## config.mk

```make
export PLATFORM = sky130hd
export DESIGN_NAME = mpu_updater
export DESIGN_NICKNAME = d
export VERILOG_FILES = /design/src/mpu_pkg.sv /design/src/mpu_unit_timer.sv /design/src/mpu_updater.sv
export SDC_FILE = /design/constraint.sdc
export NUM_CORES = 1
export LEC_CHECK = 0
export BUFFER_PORTS_ARGS = -buffer_cell sky130_fd_sc_hd__clkbuf_2
export CORE_UTILIZATION = 51
export CTS_CLUSTER_DIAMETER = 120
export DETAILED_ROUTE_END_ITERATION = 7
export GPL_TIMING_DRIVEN = 1
export PLACE_DENSITY = 0.78
export SKIP_CTS_REPAIR_TIMING = 1
export SLEW_MARGIN = 10
export SYNTH_ARGS = -nofsm -noshare
export SYNTH_HDL_FRONTEND = slang
export SYNTH_HIERARCHICAL = 1
export SYNTH_SLANG_ARGS = --single-unit
export TNS_END_PERCENT = 20
```

## constraint.sdc

```tcl
create_clock -name sys_clk -period 6.7 [get_ports sys_clk]
set_input_delay 0.67 -clock sys_clk [delete_from_list [all_inputs] [get_ports sys_clk]]
set_output_delay 0.67 -clock sys_clk [all_outputs]
set_load 0.01 [all_outputs]
```

## src/mpu_pkg.sv

```systemverilog
// Shared types and constants for the memory panel updater
package mpu_pkg;

   // ***************************************************************
   // Timing parameter slots
   // ***************************************************************
   localparam int TP_CMD = 0;
   localparam int TP_LEAD = 0;
   localparam int TP_LAG = 1;
   localparam int TP_DUMMY = 1;
   localparam int TP_XFER = 2;
   localparam int TP_MODE = 3;
   localparam int TP_MODE_CNT = 4;
   localparam int TP_ADDR_CNT = 5;
   localparam int TP_GAP = 6;
   localparam int TP_COUNT = 16;

   // ***************************************************************
   // Link encodings and symbol sizes
   // ***************************************************************
   localparam int LINK_SERIAL_BIT = 1;
   localparam logic [1:0] LINK_3W = 2'h2;
   localparam logic [1:0] LINK_4W = 2'h3;
   localparam logic [4:0] BITS_PAR = 5'h01;
   localparam logic [4:0] BITS_4W = 5'h08;
   localparam logic [4:0] BITS_3W = 5'h09;
   localparam logic [4:0] BITS_SPI_BYTE = 5'h08;
   localparam logic [3:0] MODE_FIELD_W = 4'h8;
   localparam logic [4:0] ADDR_FIELD_W = 5'h10;
   localparam int ALPHA_MSB = 15;

   // ***************************************************************
   // Reset values
   // ***************************************************************
   localparam logic RST_SELECT = 1'h0;
   localparam logic RST_STROBE_N = 1'h1;

   typedef enum logic [3:0] {
      S_IDLE, S_LEAD, S_LOAD, S_FETCH, S_SHIFT, S_LAG, S_GAP, S_DONE
   } mpu_state_e;

   typedef enum logic [2:0] {
      PH_MODE, PH_ADDR, PH_PIX, PH_CMD, PH_PARAM, PH_DUMMY
   } mpu_phase_e;

   typedef logic [TP_COUNT-1:0][7:0] mpu_tim_t;

   typedef struct packed {
      logic gray_panel_select;
      logic select_polarity;
      logic [7:0] timing_divider;
      logic [9:0] panel_width;
      logic [9:0] panel_height;
      logic [31:0] image_base_address;
      logic [9:0] image_row_pitch;
      logic [9:0] first_update_line;
      logic [9:0] last_update_line;
      logic update_function_select;
      logic [3:0] parameter_count;
      logic [1:0] gray_link_type;
      logic [1:0] gray_pixel_depth;
      logic gray_alpha_enable;
      logic pixel_invert;
   } mpu_cfg_s;

   typedef struct packed {
      logic panel_select;
      logic serial_clk;
      logic gray_serial_data;
      logic cmd_param_select;
      logic write_strobe_n;
      logic read_strobe_n;
      logic [7:0] gray_data;
   } mpu_pins_s;

endpackage

```

## src/mpu_unit_timer.sv

```systemverilog
// Panel timing unit counter with clock phase output
`timescale 1ns/1ps
`default_nettype none

module mpu_unit_timer (
   input wire logic sys_clk,
   input wire logic sys_rst,
   input wire logic clear,
   input wire logic [7:0] divider,
   output logic unit_last,
   output logic low_phase
);

   logic [7:0] cnt_r;
   logic [8:0] half;

   // ***************************************************************
   // One unit is divider plus one system clocks
   // ***************************************************************
   always_ff @(posedge sys_clk or posedge sys_rst) begin
      if (sys_rst) begin
         cnt_r <= 8'h00;
      end else if (clear || cnt_r >= divider) begin
         cnt_r <= 8'h00;
      end else begin
         cnt_r <= cnt_r + 8'h01;
      end
   end

   // Low half rounds down, so an even divider leaves the high half longer
   assign half = ({1'b0, divider} + 9'h001) >> 1;
   assign low_phase = clear || ({1'b0, cnt_r} < half);
   assign unit_last = !clear && (cnt_r >= divider);

endmodule // mpu_unit_timer

`default_nettype wire

```

## src/mpu_updater.sv

```systemverilog
// Memory panel updater: SPI and grayscale panel sequencer
`timescale 1ns/1ps
`default_nettype none

module mpu_updater
   import mpu_pkg::*;
(
   input wire logic sys_clk,
   input wire logic sys_rst,
   input wire mpu_cfg_s cfg,
   input wire mpu_tim_t timing_param,
   input wire logic update_trigger_set,
   input wire logic update_done_clear,
   input wire logic update_irq_enable,
   output logic update_trigger,
   output logic update_done_flag,
   output logic update_irq,
   output logic mem_req,
   output logic [31:0] mem_addr,
   input wire logic mem_ack,
   input wire logic [15:0] mem_rdata,
   output mpu_pins_s panel
);

   mpu_state_e state_r;
   mpu_phase_e phase_r;
   logic [9:0] line_r;
   logic [9:0] col_r;
   logic [7:0] wait_r;
   logic [4:0] bits_r;
   logic [15:0] sh_r;
   logic dc_r;
   logic sel_act_r;
   logic [8:0] xfer_r;
   logic [3:0] param_r;
   logic [3:0] pix_k_r;
   logic [3:0] pix_n_r;
   logic [7:0] pix_byte_r;
   logic tmr_clr_r;
   logic unit_last;
   logic low_phase;
   logic gray;
   logic serial;
   logic [9:0] last_eff;
   logic [3:0] bw;
   logic [3:0] ppb;
   logic [4:0] gbits;
   logic [10:0] f_row;
   logic [9:0] f_col;
   logic [21:0] row_off;
   logic f_skip;
   logic [7:0] px_raw;
   logic [7:0] px;
   logic [3:0] slot;
   logic [7:0] ins;
   logic [9:0] spi_left;
   logic [10:0] next_band;

   function automatic logic [15:0] gray_frame(input logic [7:0] b, input logic dc,
                                              input logic [1:0] link);
      gray_frame = (link == LINK_3W) ? {dc, b, 7'h00} : {b, 8'h00};
   endfunction

   mpu_unit_timer u_timer (
      .sys_clk(sys_clk),
      .sys_rst(sys_rst),
      .clear(tmr_clr_r),
      .divider(cfg.timing_divider),
      .unit_last(unit_last),
      .low_phase(low_phase)
   );

   // ***************************************************************
   // Decode of mode, depth and fetch position
   // ***************************************************************
   assign gray = cfg.gray_panel_select;
   assign serial = !gray || cfg.gray_link_type[LINK_SERIAL_BIT];
   assign last_eff = (cfg.last_update_line < cfg.panel_height) ?
                     cfg.last_update_line : cfg.panel_height - 10'h001;

   always_comb begin
      unique case (cfg.gray_pixel_depth)
         2'h0: begin bw = 4'h1; ppb = 4'h8; end
         2'h1: begin bw = 4'h2; ppb = 4'h4; end
         2'h2: begin bw = 4'h4; ppb = 4'h2; end
         2'h3: begin bw = 4'h8; ppb = 4'h1; end
      endcase
      if (!gray) begin
         bw = 4'h1;
      end
   end

   always_comb begin
      unique case (cfg.gray_link_type)
         LINK_3W: gbits = BITS_3W;
         LINK_4W: gbits = BITS_4W;
         default: gbits = BITS_PAR;
      endcase
   end

   // Grayscale walks down a band of rows, SPI walks across one line
   assign f_row = {1'b0, line_r} + (gray ? {7'h00, pix_k_r} : 11'h000);
   assign f_col = col_r + (gray ? 10'h000 : {6'h00, pix_k_r});
   assign row_off = f_row * {1'b0, cfg.image_row_pitch};
   assign f_skip = gray && (f_row > {1'b0, last_eff});
   assign spi_left = cfg.panel_width - col_r;
   assign next_band = {1'b0, line_r} + {7'h00, ppb};

   // Transparent pixels fall back to zero before inversion
   assign px_raw = (cfg.gray_alpha_enable && !mem_rdata[ALPHA_MSB]) ?
                   8'h00 : mem_rdata[7:0];
   assign px = (px_raw ^ {8{cfg.pixel_invert}}) >> (4'h8 - bw);
   // Upper row lands in the low bits of a grayscale byte
   assign slot = gray ? 4'(pix_k_r * bw) : 4'h7 - pix_k_r;
   assign ins = px << slot;

   // ***************************************************************
   // Sequencer
   // ***************************************************************
   always_ff @(posedge sys_clk or posedge sys_rst) begin
      if (sys_rst) begin
         state_r <= S_IDLE;
         phase_r <= PH_MODE;
         line_r <= 10'h000;
         col_r <= 10'h000;
         wait_r <= 8'h00;
         bits_r <= 5'h00;
         sh_r <= 16'h0000;
         dc_r <= 1'h0;
         sel_act_r <= 1'h0;
         xfer_r <= 9'h000;
         param_r <= 4'h0;
         pix_k_r <= 4'h0;
         pix_n_r <= 4'h0;
         pix_byte_r <= 8'h00;
         tmr_clr_r <= 1'h0;
         mem_req <= 1'h0;
         mem_addr <= 32'h0000_0000;
      end else begin
         tmr_clr_r <= 1'h0;
         unique case (state_r)
            S_IDLE: begin
               if (update_trigger) begin
                  line_r <= cfg.first_update_line;
                  col_r <= 10'h000;
                  param_r <= 4'h0;
                  xfer_r <= 9'h000;
                  tmr_clr_r <= 1'h1;
                  if (cfg.first_update_line > last_eff &&
                      !(gray && cfg.update_function_select)) begin
                     state_r <= S_DONE;
                  end else if (gray) begin
                     sel_act_r <= 1'h1;
                     phase_r <= PH_CMD;
                     state_r <= S_LOAD;
                  end else begin
                     sel_act_r <= 1'h1;
                     wait_r <= timing_param[TP_LEAD];
                     phase_r <= PH_MODE;
                     state_r <= S_LEAD;
                  end
               end
            end
            S_LEAD: begin
               if (wait_r == 8'h00) begin
                  state_r <= S_LOAD;
               end else if (unit_last) begin
                  wait_r <= wait_r - 8'h01;
               end
            end
            S_LOAD: begin
               tmr_clr_r <= 1'h1;
               unique case (phase_r)
                  PH_MODE: begin
                     phase_r <= PH_ADDR;
                     if (timing_param[TP_MODE_CNT][2:0] != 3'h0) begin
                        sh_r <= {timing_param[TP_MODE], 8'h00} <<
                                (MODE_FIELD_W - {1'b0, timing_param[TP_MODE_CNT][2:0]});
                        bits_r <= {2'h0, timing_param[TP_MODE_CNT][2:0]};
                        state_r <= S_SHIFT;
                     end
                  end
                  PH_ADDR: begin
                     phase_r <= PH_PIX;
                     if (timing_param[TP_ADDR_CNT][3:0] != 4'h0) begin
                        sh_r <= {6'h00, line_r} <<
                                (ADDR_FIELD_W - {1'b0, timing_param[TP_ADDR_CNT][3:0]});
                        bits_r <= {1'b0, timing_param[TP_ADDR_CNT][3:0]};
                        state_r <= S_SHIFT;
                     end
                  end
                  PH_CMD: begin
                     dc_r <= 1'h0;
                     sh_r <= gray_frame(timing_param[TP_CMD], 1'h0, cfg.gray_link_type);
                     bits_r <= gbits;
                     phase_r <= cfg.update_function_select ? PH_PARAM : PH_DUMMY;
                     state_r <= S_SHIFT;
                  end
                  PH_PARAM: begin
                     if (param_r < cfg.parameter_count) begin
                        dc_r <= 1'h1;
                        sh_r <= gray_frame(timing_param[param_r + 4'h1], 1'h1,
                                           cfg.gray_link_type);
                        bits_r <= gbits;
                        param_r <= param_r + 4'h1;
                        state_r <= S_SHIFT;
                     end else begin
                        state_r <= S_DONE;
                     end
                  end
                  PH_DUMMY: begin
                     dc_r <= 1'h1;
                     sh_r <= gray_frame(timing_param[TP_DUMMY], 1'h1, cfg.gray_link_type);
                     bits_r <= gbits;
                     phase_r <= PH_PIX;
                     state_r <= S_SHIFT;
                  end
                  PH_PIX: begin
                     if (col_r < cfg.panel_width) begin
                        pix_k_r <= 4'h0;
                        pix_byte_r <= 8'h00;
                        pix_n_r <= gray ? ppb :
                                   (spi_left >= 10'h008 ? 4'h8 : spi_left[3:0]);
                        state_r <= S_FETCH;
                     end else if (gray) begin
                        col_r <= 10'h000;
                        line_r <= next_band[9:0];
                        if (next_band > {1'b0, last_eff}) begin
                           state_r <= S_DONE;
                        end
                     end else if (xfer_r < {1'b0, timing_param[TP_XFER]}) begin
                        sh_r <= 16'h0000;
                        bits_r <= 5'h01;
                        state_r <= S_SHIFT;
                     end else begin
                        wait_r <= timing_param[TP_LAG];
                        state_r <= S_LAG;
                     end
                  end
               endcase
            end
            S_FETCH: begin
               if (pix_k_r == pix_n_r) begin
                  tmr_clr_r <= 1'h1;
                  sh_r <= gray ? gray_frame(pix_byte_r, 1'h1, cfg.gray_link_type) :
                          {pix_byte_r, 8'h00};
                  bits_r <= gray ? gbits : {1'b0, pix_n_r};
                  col_r <= col_r + (gray ? 10'h001 : {6'h00, pix_n_r});
                  state_r <= S_SHIFT;
               end else if (f_skip) begin
                  pix_k_r <= pix_k_r + 4'h1;
               end else if (!mem_req) begin
                  mem_req <= 1'h1;
                  mem_addr <= cfg.image_base_address + {10'h000, row_off} +
                              {22'h000000, f_col};
               end else if (mem_ack) begin
                  mem_req <= 1'h0;
                  pix_byte_r <= pix_byte_r | ins;
                  pix_k_r <= pix_k_r + 4'h1;
               end
            end
            S_SHIFT: begin
               if (unit_last) begin
                  sh_r <= sh_r << 1;
                  bits_r <= bits_r - 5'h01;
                  if (!gray) begin
                     xfer_r <= xfer_r + 9'h001;
                  end
                  if (bits_r == 5'h01) begin
                     state_r <= S_LOAD;
                  end
               end
            end
            S_LAG: begin
               if (wait_r == 8'h00) begin
                  sel_act_r <= 1'h0;
                  tmr_clr_r <= 1'h1;
                  if (line_r < last_eff) begin
                     line_r <= line_r + 10'h001;
                     col_r <= 10'h000;
                     xfer_r <= 9'h000;
                     phase_r <= PH_MODE;
                     wait_r <= timing_param[TP_GAP];
                     state_r <= S_GAP;
                  end else begin
                     state_r <= S_DONE;
                  end
               end else if (unit_last) begin
                  wait_r <= wait_r - 8'h01;
               end
            end
            S_GAP: begin
               if (wait_r == 8'h00) begin
                  sel_act_r <= 1'h1;
                  tmr_clr_r <= 1'h1;
                  wait_r <= timing_param[TP_LEAD];
                  state_r <= S_LEAD;
               end else if (unit_last) begin
                  wait_r <= wait_r - 8'h01;
               end
            end
            S_DONE: begin
               sel_act_r <= 1'h0;
               state_r <= S_IDLE;
            end
         endcase
      end
   end

   // ***************************************************************
   // Trigger, done flag and interrupt
   // ***************************************************************
   // A trigger written in the completion cycle survives and starts again
   always_ff @(posedge sys_clk or posedge sys_rst) begin
      if (sys_rst) begin
         update_trigger <= 1'h0;
      end else if (update_trigger_set) begin
         update_trigger <= 1'h1;
      end else if (state_r == S_DONE) begin
         update_trigger <= 1'h0;
      end
   end

   always_ff @(posedge sys_clk or posedge sys_rst) begin
      if (sys_rst) begin
         update_done_flag <= 1'h0;
      end else if (state_r == S_DONE) begin
         update_done_flag <= 1'h1;
      end else if (update_done_clear) begin
         update_done_flag <= 1'h0;
      end
   end

   always_ff @(posedge sys_clk or posedge sys_rst) begin
      if (sys_rst) begin
         update_irq <= 1'h0;
      end else begin
         update_irq <= update_done_flag && update_irq_enable;
      end
   end

   // ***************************************************************
   // Panel pins, registered
   // ***************************************************************
   always_ff @(posedge sys_clk or posedge sys_rst) begin
      if (sys_rst) begin
         panel.panel_select <= RST_SELECT;
         panel.serial_clk <= 1'h0;
         panel.gray_serial_data <= 1'h0;
         panel.cmd_param_select <= 1'h0;
         panel.write_strobe_n <= RST_STROBE_N;
         panel.read_strobe_n <= RST_STROBE_N;
         panel.gray_data <= 8'h00;
      end else begin
         panel.panel_select <= gray ? (sel_act_r ^ !cfg.select_polarity) :
                               (sel_act_r ^ cfg.select_polarity);
         panel.serial_clk <= serial && state_r == S_SHIFT && !low_phase;
         panel.gray_serial_data <= serial && state_r == S_SHIFT && sh_r[15];
         panel.cmd_param_select <= gray && dc_r;
         // Reads from the panel are not supported, so the read strobe idles
         panel.read_strobe_n <= RST_STROBE_N;
         panel.write_strobe_n <= !(!serial && state_r == S_SHIFT && low_phase);
         panel.gray_data <= serial ? 8'h00 : sh_r[15:8];
      end
   end

   // ***************************************************************
   // Checks
   // ***************************************************************
   AST_SPI_SELECT_HIGH: assert property (
      @(posedge sys_clk) disable iff (sys_rst)
      (state_r == S_SHIFT && !gray && !cfg.select_polarity) |=> panel.panel_select)
      else $error("SPI select not active high");

   AST_GRAY_SELECT_LOW: assert property (
      @(posedge sys_clk) disable iff (sys_rst)
      (state_r == S_SHIFT && gray && !cfg.select_polarity) |=> !panel.panel_select)
      else $error("Grayscale select not active low");

   AST_CMD_DC_LOW: assert property (
      @(posedge sys_clk) disable iff (sys_rst)
      (state_r == S_LOAD && phase_r == PH_CMD) |=> ##1 !panel.cmd_param_select)
      else $error("Command byte sent with select high");

   AST_PARAM_DC_HIGH: assert property (
      @(posedge sys_clk) disable iff (sys_rst)
      (state_r == S_SHIFT && gray &&
       (phase_r == PH_PIX || (phase_r == PH_PARAM && param_r != 4'h0)))
      |=> panel.cmd_param_select)
      else $error("Parameter byte sent with select low");

   AST_EVEN_DIV_HIGH: assert property (
      @(posedge sys_clk) disable iff (sys_rst)
      ($rose(panel.serial_clk) && cfg.timing_divider == 8'h02 && state_r == S_SHIFT)
      |=> panel.serial_clk ##1 !panel.serial_clk)
      else $error("Serial clock high phase wrong for even divider");

   AST_DONE_EFFECTS: assert property (
      @(posedge sys_clk) disable iff (sys_rst)
      (state_r == S_DONE && !update_trigger_set) |=> (!update_trigger && update_done_flag))
      else $error("Completion did not clear trigger and set flag");

   AST_TRIGGER_STARTS: assert property (
      @(posedge sys_clk) disable iff (sys_rst)
      (state_r == S_IDLE && update_trigger_set) |-> ##2 (state_r != S_IDLE))
      else $error("Trigger did not start a sequence");

   AST_IRQ_GATED: assert property (
      @(posedge sys_clk) disable iff (sys_rst)
      (!update_irq_enable ##1 !update_irq_enable) |-> !update_irq)
      else $error("Interrupt raised while disabled");

   AST_FLAG_CLEAR: assert property (
      @(posedge sys_clk) disable iff (sys_rst)
      (update_done_clear && state_r != S_DONE) |=> !update_done_flag ##1 !update_irq)
      else $error("Done flag not cleared by write");

   AST_LINE_RANGE: assert property (
      @(posedge sys_clk) disable iff (sys_rst)
      (state_r == S_FETCH && !(gray && cfg.update_function_select))
      |-> (line_r >= cfg.first_update_line && line_r <= last_eff))
      else $error("Line outside update range");

endmodule // mpu_updater

`default_nettype wire

```

Yosys cells after proc, flatten, opt, wreduce, memory -nomap -nowiden
Index checks and enable logic that the tools add are counted.
- add/sub/neg operators: 20
- multipliers: 2
- magnitude comparators: 12
- equal/unequal tests: 55
- shifts and indexed selects: 4
- muxes and demuxes: 139
- bitwise gates (word level): 7
- reduce and logical (&&, ||, !) cells: 58
- operators with widths (operator ; number):
    16-bit two-way mux ; 13
    8-bit two-way mux ; 22
    10-bit two-way mux ; 14
    4-bit two-way mux ; 28
    16-bit one-hot mux with 6 select lines ; 1
    16-bit one-hot mux with 3 select lines ; 1
    2-bit inequality test, second input constant ; 23
    5-bit two-way mux ; 9
    9-bit two-way mux ; 5
    10-bit one-hot mux with 4 select lines ; 1
    8-bit one-hot mux with 5 select lines ; 1
    32-bit by 10-bit adder with 32-bit output ; 1
    32-bit by 21-bit adder with 32-bit output ; 1
    8-bit binary-select mux with 4-bit select ; 1
    4-bit one-hot mux with 4 select lines ; 2
    4-bit one-hot mux with 8 select lines ; 1
    10-bit < comparator ; 3
    10-bit one-hot mux with 3 select lines ; 1
    3-bit inequality test, second input constant ; 9
    9-bit one-hot mux with 3 select lines ; 1
    5-bit one-hot mux with 5 select lines ; 1
    4-bit one-hot mux with 2 select lines ; 3
    10-bit by 4-bit adder with 11-bit output ; 2
    11-bit by 10-bit greater-than comparator with 1-bit output ; 2
    other kinds (73) ; 151
- flip-flop bits (word level): 145
- bits of input ports: 253
- output and inout port bits: 50

Longest topological paths before layout
- word-level depth: 12
- depth in mapped cells: 36

By module
The synthesis kept the hierarchy.
- modules (own cells, without submodules) (module ; times used ; cells an instance ; area an instance (um2) ; sequential area each (um2)):
    mpu_updater ; 1 ; 2128 ; 18098.6 ; 3404.5
    mpu_unit_timer ; 1 ; 93 ; 815.8 ; 200.2

Worst setup path after synthesis
Ideal clock, no wire load.
- path type: input port to flip-flop
- from: input port cfg[102] (netlist name)
- to: register mem_addr[29]
- setup time: 133 ps
- arrival time: 8148 ps
- required time: 6567 ps
- path slack: -1581 ps
- stages: 33
- buffers on the path: 6
- cell sequence: buf_2 > buf_2 > buf_1 > buf_1 > clkbuf_1 > nand2_1 > inv_1 > ha_1 > a21o_1 > a21oi_1 > nor2b_1 > o21ai_0 > or3_1 > xnor2_1 > clkbuf_1 > nand2_1 > fa_1 > inv_1 > fa_1 > fa_1 > fa_1 > inv_1 > fa_1 > inv_1 > ha_1 > o21ai_0 > o2bb2ai_1 > a31o_2 > a211oi_1 > o211ai_1 > a21boi_0 > xnor2_1 > o21ai_0
- longest elaborated chain between the ends: 6
- ends and longest elaborated chain (item ; RTL line ; source):
    from (decl) ; mpu_updater.sv:10 ; input wire mpu_cfg_s cfg,
    branches (longest 6 deep; another with 32-bit by 21-bit adder with 32-bit output) ; -- ;
    to (signal assigned) ; mpu_updater.sv:254 ; mem_addr <= cfg.image_base_address + {10'h000, row_off} +
    to (decl) ; mpu_updater.sv:19 ; output logic [31:0] mem_addr,
Several ways; the timed one is not identified.
A chain may end at the register's enable or synchronous reset.

Final worst setup path
- from: register pix_k_r[1]
- to: register mem_addr[31]
- longest elaborated chain between the ends: 6
- ends and longest elaborated chain (item ; RTL line ; source):
    from (decl) ; mpu_updater.sv:36 ; logic [3:0] pix_k_r;
    from (signal assigned) ; mpu_updater.sv:251 ; pix_k_r <= pix_k_r + 4'h1;
    from (signal assigned) ; mpu_updater.sv:259 ; pix_k_r <= pix_k_r + 4'h1;
    branches (longest 6 deep; another with 32-bit by 21-bit adder with 32-bit output) ; -- ;
Several ways; the timed one is not identified.

==> flow_results.xml <==
<?xml version="1.0" encoding="UTF-8"?>
<metrics>
  <group name="worst_setup_path">
    <metric name="critPathArrivalTime" unit="ns">6.87</metric>
    <metric name="path_buf_inv" unit="">7</metric>
    <metric name="critical-path-top-delay-family" unit="">adder cells</metric>
    <metric name="worstPathMaxFanout" unit="">6</metric>
    <metric name="max_stage_delay" unit="ns">0.53</metric>
    <metric name="critical_path.most_common_cell" unit="">fa_1</metric>
    <metric name="critPathSlowestCell" unit="">fa_1</metric>
    <metric name="timing.critical_path.from_type" unit="">flop</metric>
    <metric name="worst-setup-path-type" unit="">flop to flop</metric>
    <metric name="cp_data_required_time" unit="ns">7.01</metric>
    <metric name="end_kind" unit="">flop</metric>
  </group>
  <group name="sta">
    <metric name="hold_viol" unit="">0</metric>
    <metric name="max_freq" unit="MHz">152</metric>
    <metric name="final.min_clock_period" unit="ns">6.57</metric>
    <metric name="transition_time_at_the_pin_with_the_least_slew_margin" unit="ns">1.07</metric>
    <metric name="worst_clk_skew" unit="ns">0.0137</metric>
    <metric name="rsz0062_at_grt" unit="">true</metric>
    <metric name="min_period_over_period" unit="%">98.0</metric>
    <metric name="setup_viol" unit="">0</metric>
    <metric name="timing.max_slew.rel_slack" unit="%">28.6</metric>
    <metric name="maxSlewViolCount" unit="">0</metric>
  </group>
  <group name="route">
    <metric name="route.detailed.wl_per_inst" unit="µm">19.5</metric>
    <metric name="detailroute.wirelength.met2" unit="mm">27.2</metric>
    <metric name="drt_wl_total" unit="mm">59.0</metric>
    <metric name="drt_pass1_iterations" unit="">8</metric>
    <metric name="met3_wirelength" unit="mm">4.96</metric>
    <metric name="drt.antenna.violating_nets" unit="">0</metric>
    <metric name="vias_per_inst" unit="">6.10</metric>
    <metric name="drt_iter0_drc" unit="">1737</metric>
    <metric name="highest-signal-layer" unit="">met5</metric>
    <metric name="post-route-drc-count" unit="">3</metric>
    <metric name="wl_met1" unit="mm">25.7</metric>
    <metric name="route.vias.total" unit="">18500</metric>
  </group>
  <group name="hold_path">
    <metric name="hold_path_class" unit="">input pin to asynchronous set/reset pin</metric>
  </group>
  <group name="floorplanning">
    <metric name="floorplan.io_pins" unit="">303</metric>
    <metric name="chipWidth" unit="µm">195</metric>
    <metric name="die_h" unit="µm">195</metric>
    <metric name="num_rows" unit="">70</metric>
    <metric name="die_area" unit="µm²">37900</metric>
    <metric name="initial_core_util" unit="%">51.8</metric>
    <metric name="area_of_the_core_region" unit="µm²">36500</metric>
  </group>
  <group name="outcome">
    <metric name="status" unit="">finished with violations</metric>
    <metric name="failed_checks" unit="">design-rule violations</metric>
  </group>
  <group name="synthesis">
    <metric name="yosysWarningCount" unit="">6</metric>
    <metric name="synth_fp_nets" unit="">2756</metric>
    <metric name="synth_sequential_area_ratio" unit="%">19.1</metric>
    <metric name="synthArstFlopShare" unit="%">100</metric>
    <metric name="synth.cell_area" unit="µm²">18900</metric>
    <metric name="post_synth_inst_count" unit="">2221</metric>
    <metric name="synth_enable_flop_cells" unit="">0</metric>
    <metric name="yosys.cell_types.count" unit="">93</metric>
    <metric name="synth_area_per_cell" unit="µm²">8.52</metric>
    <metric name="yosys_most_used_dff" unit="">dfrtp_1</metric>
    <metric name="synth.ff_latch_count" unit="">144</metric>
  </group>
  <group name="clock_network">
    <metric name="clk_root_buffer_cell" unit="">clkbuf_16</metric>
    <metric name="worstSkewPairLatency" unit="ns">0.46</metric>
    <metric name="clock_tree.htree_level_count" unit="">4</metric>
    <metric name="clockBufferDepth" unit="">2</metric>
    <metric name="worst_setup_hold_path_clk_slew" unit="ns">0.07</metric>
    <metric name="tritoncts" unit="">done</metric>
    <metric name="cts_made_buffers" unit="">17</metric>
    <metric name="clock_sinks" unit="">144</metric>
  </group>
  <group name="cells_and_area">
    <metric name="synthToLayoutAreaGrowth" unit="%">18.8</metric>
    <metric name="final_cell_area" unit="µm²">22500</metric>
    <metric name="utilization" unit="%">61.5</metric>
    <metric name="stdcell_count" unit="">3031</metric>
    <metric name="nets" unit="">3084</metric>
    <metric name="share_of_final_layout_standard_cells_stronger_than_drive_strength_1" unit="%">24.2</metric>
  </group>
  <group name="grt">
    <metric name="grt_antenna_before_repair" unit="">2</metric>
    <metric name="grt-ovfl-total" unit="">0</metric>
    <metric name="grt_pass1_vias" unit="">17600</metric>
    <metric name="grt_use_total" unit="%">30.5</metric>
    <metric name="grt_start_max_net_pins" unit="">75</metric>
    <metric name="first_pass_grt_wire_length" unit="mm">92.0</metric>
  </group>
  <group name="placed_design">
    <metric name="number_of_buffer_cells_added_on_primary_ports" unit="">294</metric>
    <metric name="post_dp_cell_area" unit="µm²">21500</metric>
    <metric name="finalWeightedCongestion" unit="">0.974</metric>
    <metric name="placed_instance_count" unit="">2985</metric>
    <metric name="hpwl" unit="mm">47.0</metric>
  </group>
  <group name="job">
    <metric name="maxCapViolCount" unit="">0</metric>
  </group>
</metrics>
path summary, 6_finish.rpt:
path,startpoint,to,slack [ns],cells after the start
worst max-delay path,pix_k_r[1],mem_addr[31],0.13,31
worst min-delay path,sys_rst,u_timer/cnt_r[7],0.19,2
worst max register to register,pix_k_r[1],mem_addr[31],0.13,31
worst min register to register,mem_addr[1],mem_addr[1],0.48,2
max in group asynchronous,sys_rst,mem_addr[29],4.95,3
min in group sys_clk,update_done_clear,update_done_flag,0.40,2
metrics by stage:
stage / hold WS, ns / setup slack (ns) / TNS, ns
after floorplan: 0.446 / -0.440 / -6.25
after global placement: 0.459 / -0.358 / -4.59
after detailed placement: 0.467 / -0.547 / -7.67
after CTS: 0.196 / -0.0586 / -0.203
after global routing: 0.226 / -0.107 / -0.640
final: 0.195 / 0.133 / 0
flip-flops by register name, summed over array words and instances, names as in the netlist:
name and count:
phase_r 3, pix_k_r 4, pix_byte_r 8, sel_act_r 1, xfer_r 9, tmr_clr_r 1
u_timer/cnt_r 8, state_r 3, mem_req 1, wait_r 8, panel 13, update_irq 1
line_r 10, update_done_flag 1, update_trigger 1, param_r 4, dc_r 1, col_r 10
mem_addr 32, pix_n_r 4, sh_r 16, bits_r 5
synth_stat cells, types with 23 or more instances:
master,instances,area (µm²)
nor2b_1,35,219
nand2b_1,24,150
fa_1,107,2140
inv_1,214,803
nand3_1,56,280
clkbuf_1,82,308
mux2i_1,65,651
nand2_1,249,935
nor3_1,35,175
a21oi_1,128,641
ha_1,175,2190
mux4_2,37,833
mux2_2,24,270
o21ai_0,117,586
dfrtp_1,143,3580
nor2_1,133,499
xor2_1,26,228
xnor2_1,68,596
a31oi_1,23,144
and2_1,75,469
a21o_1,34,255
kinds of logic (layout without fill, tap and decap cells):
| kind of cell | Yosys count | in the layout | share of synthesized area [%] |
|---|---|---|---|
| buffers and inverters | 329 | 670 | 6.74 |
| flip-flops | 144 | 144 | 19.1 |
| XOR/XNOR | 96 | 96 | 4.52 |
| other | 1 | 2 | 0.0198 |
| multiplexers | 127 | 127 | 9.41 |
| AND/OR/NAND/NOR | 699 | 699 | 17.8 |
| AO/OA/AOI/OAI | 543 | 543 | 19.5 |
| adder cells (fa/ha/maj) | 282 | 282 | 22.9 |
per-layer routing:
metal	track usage [%]	vias up
met5	0	-
met4	8.29	2
met2	47.9	854
li1	-	8537
met3	5.81	82
met1	42.8	9009
cell usage in the layout, fill, tap and decap left out, types with 17 or more instances in the layout:
cell type,count
a31oi_1,22
a21oi_1,120
o211ai_1,19
mux4_2,37
o21ai_0,103
mux2i_1,65
mux2_2,24
nand3_1,54
buf_4,121
nor2b_1,34
xnor2_1,66
o31ai_1,17
and2_1,73
xor2_1,25
fa_1,104
and3_1,19
nand2_1,244
clkbuf_2,293
clkbuf_16,17
nor3_1,35
nor2_1,130
ha_1,163
nand2b_1,24
inv_1,200
a21o_1,34
a211oi_1,18
dfrtp_1,142
final cells by class:
cell class | instances | area, µm²
fillers | 3046 | 14000
clock buffers | 17 | 425
well taps | 468 | 586
repair buffers | 420 | 2440
clock inverters | 15 | 213
diodes | 1 | 2.50
inverters | 218 | 826
flip-flops and latches | 144 | 3610
multi-input cells | 1748 | 14400
Power is left out: the tool's default activity adds up to more than one toggle a clock period on the data nets, which glitch-free logic cannot reach.
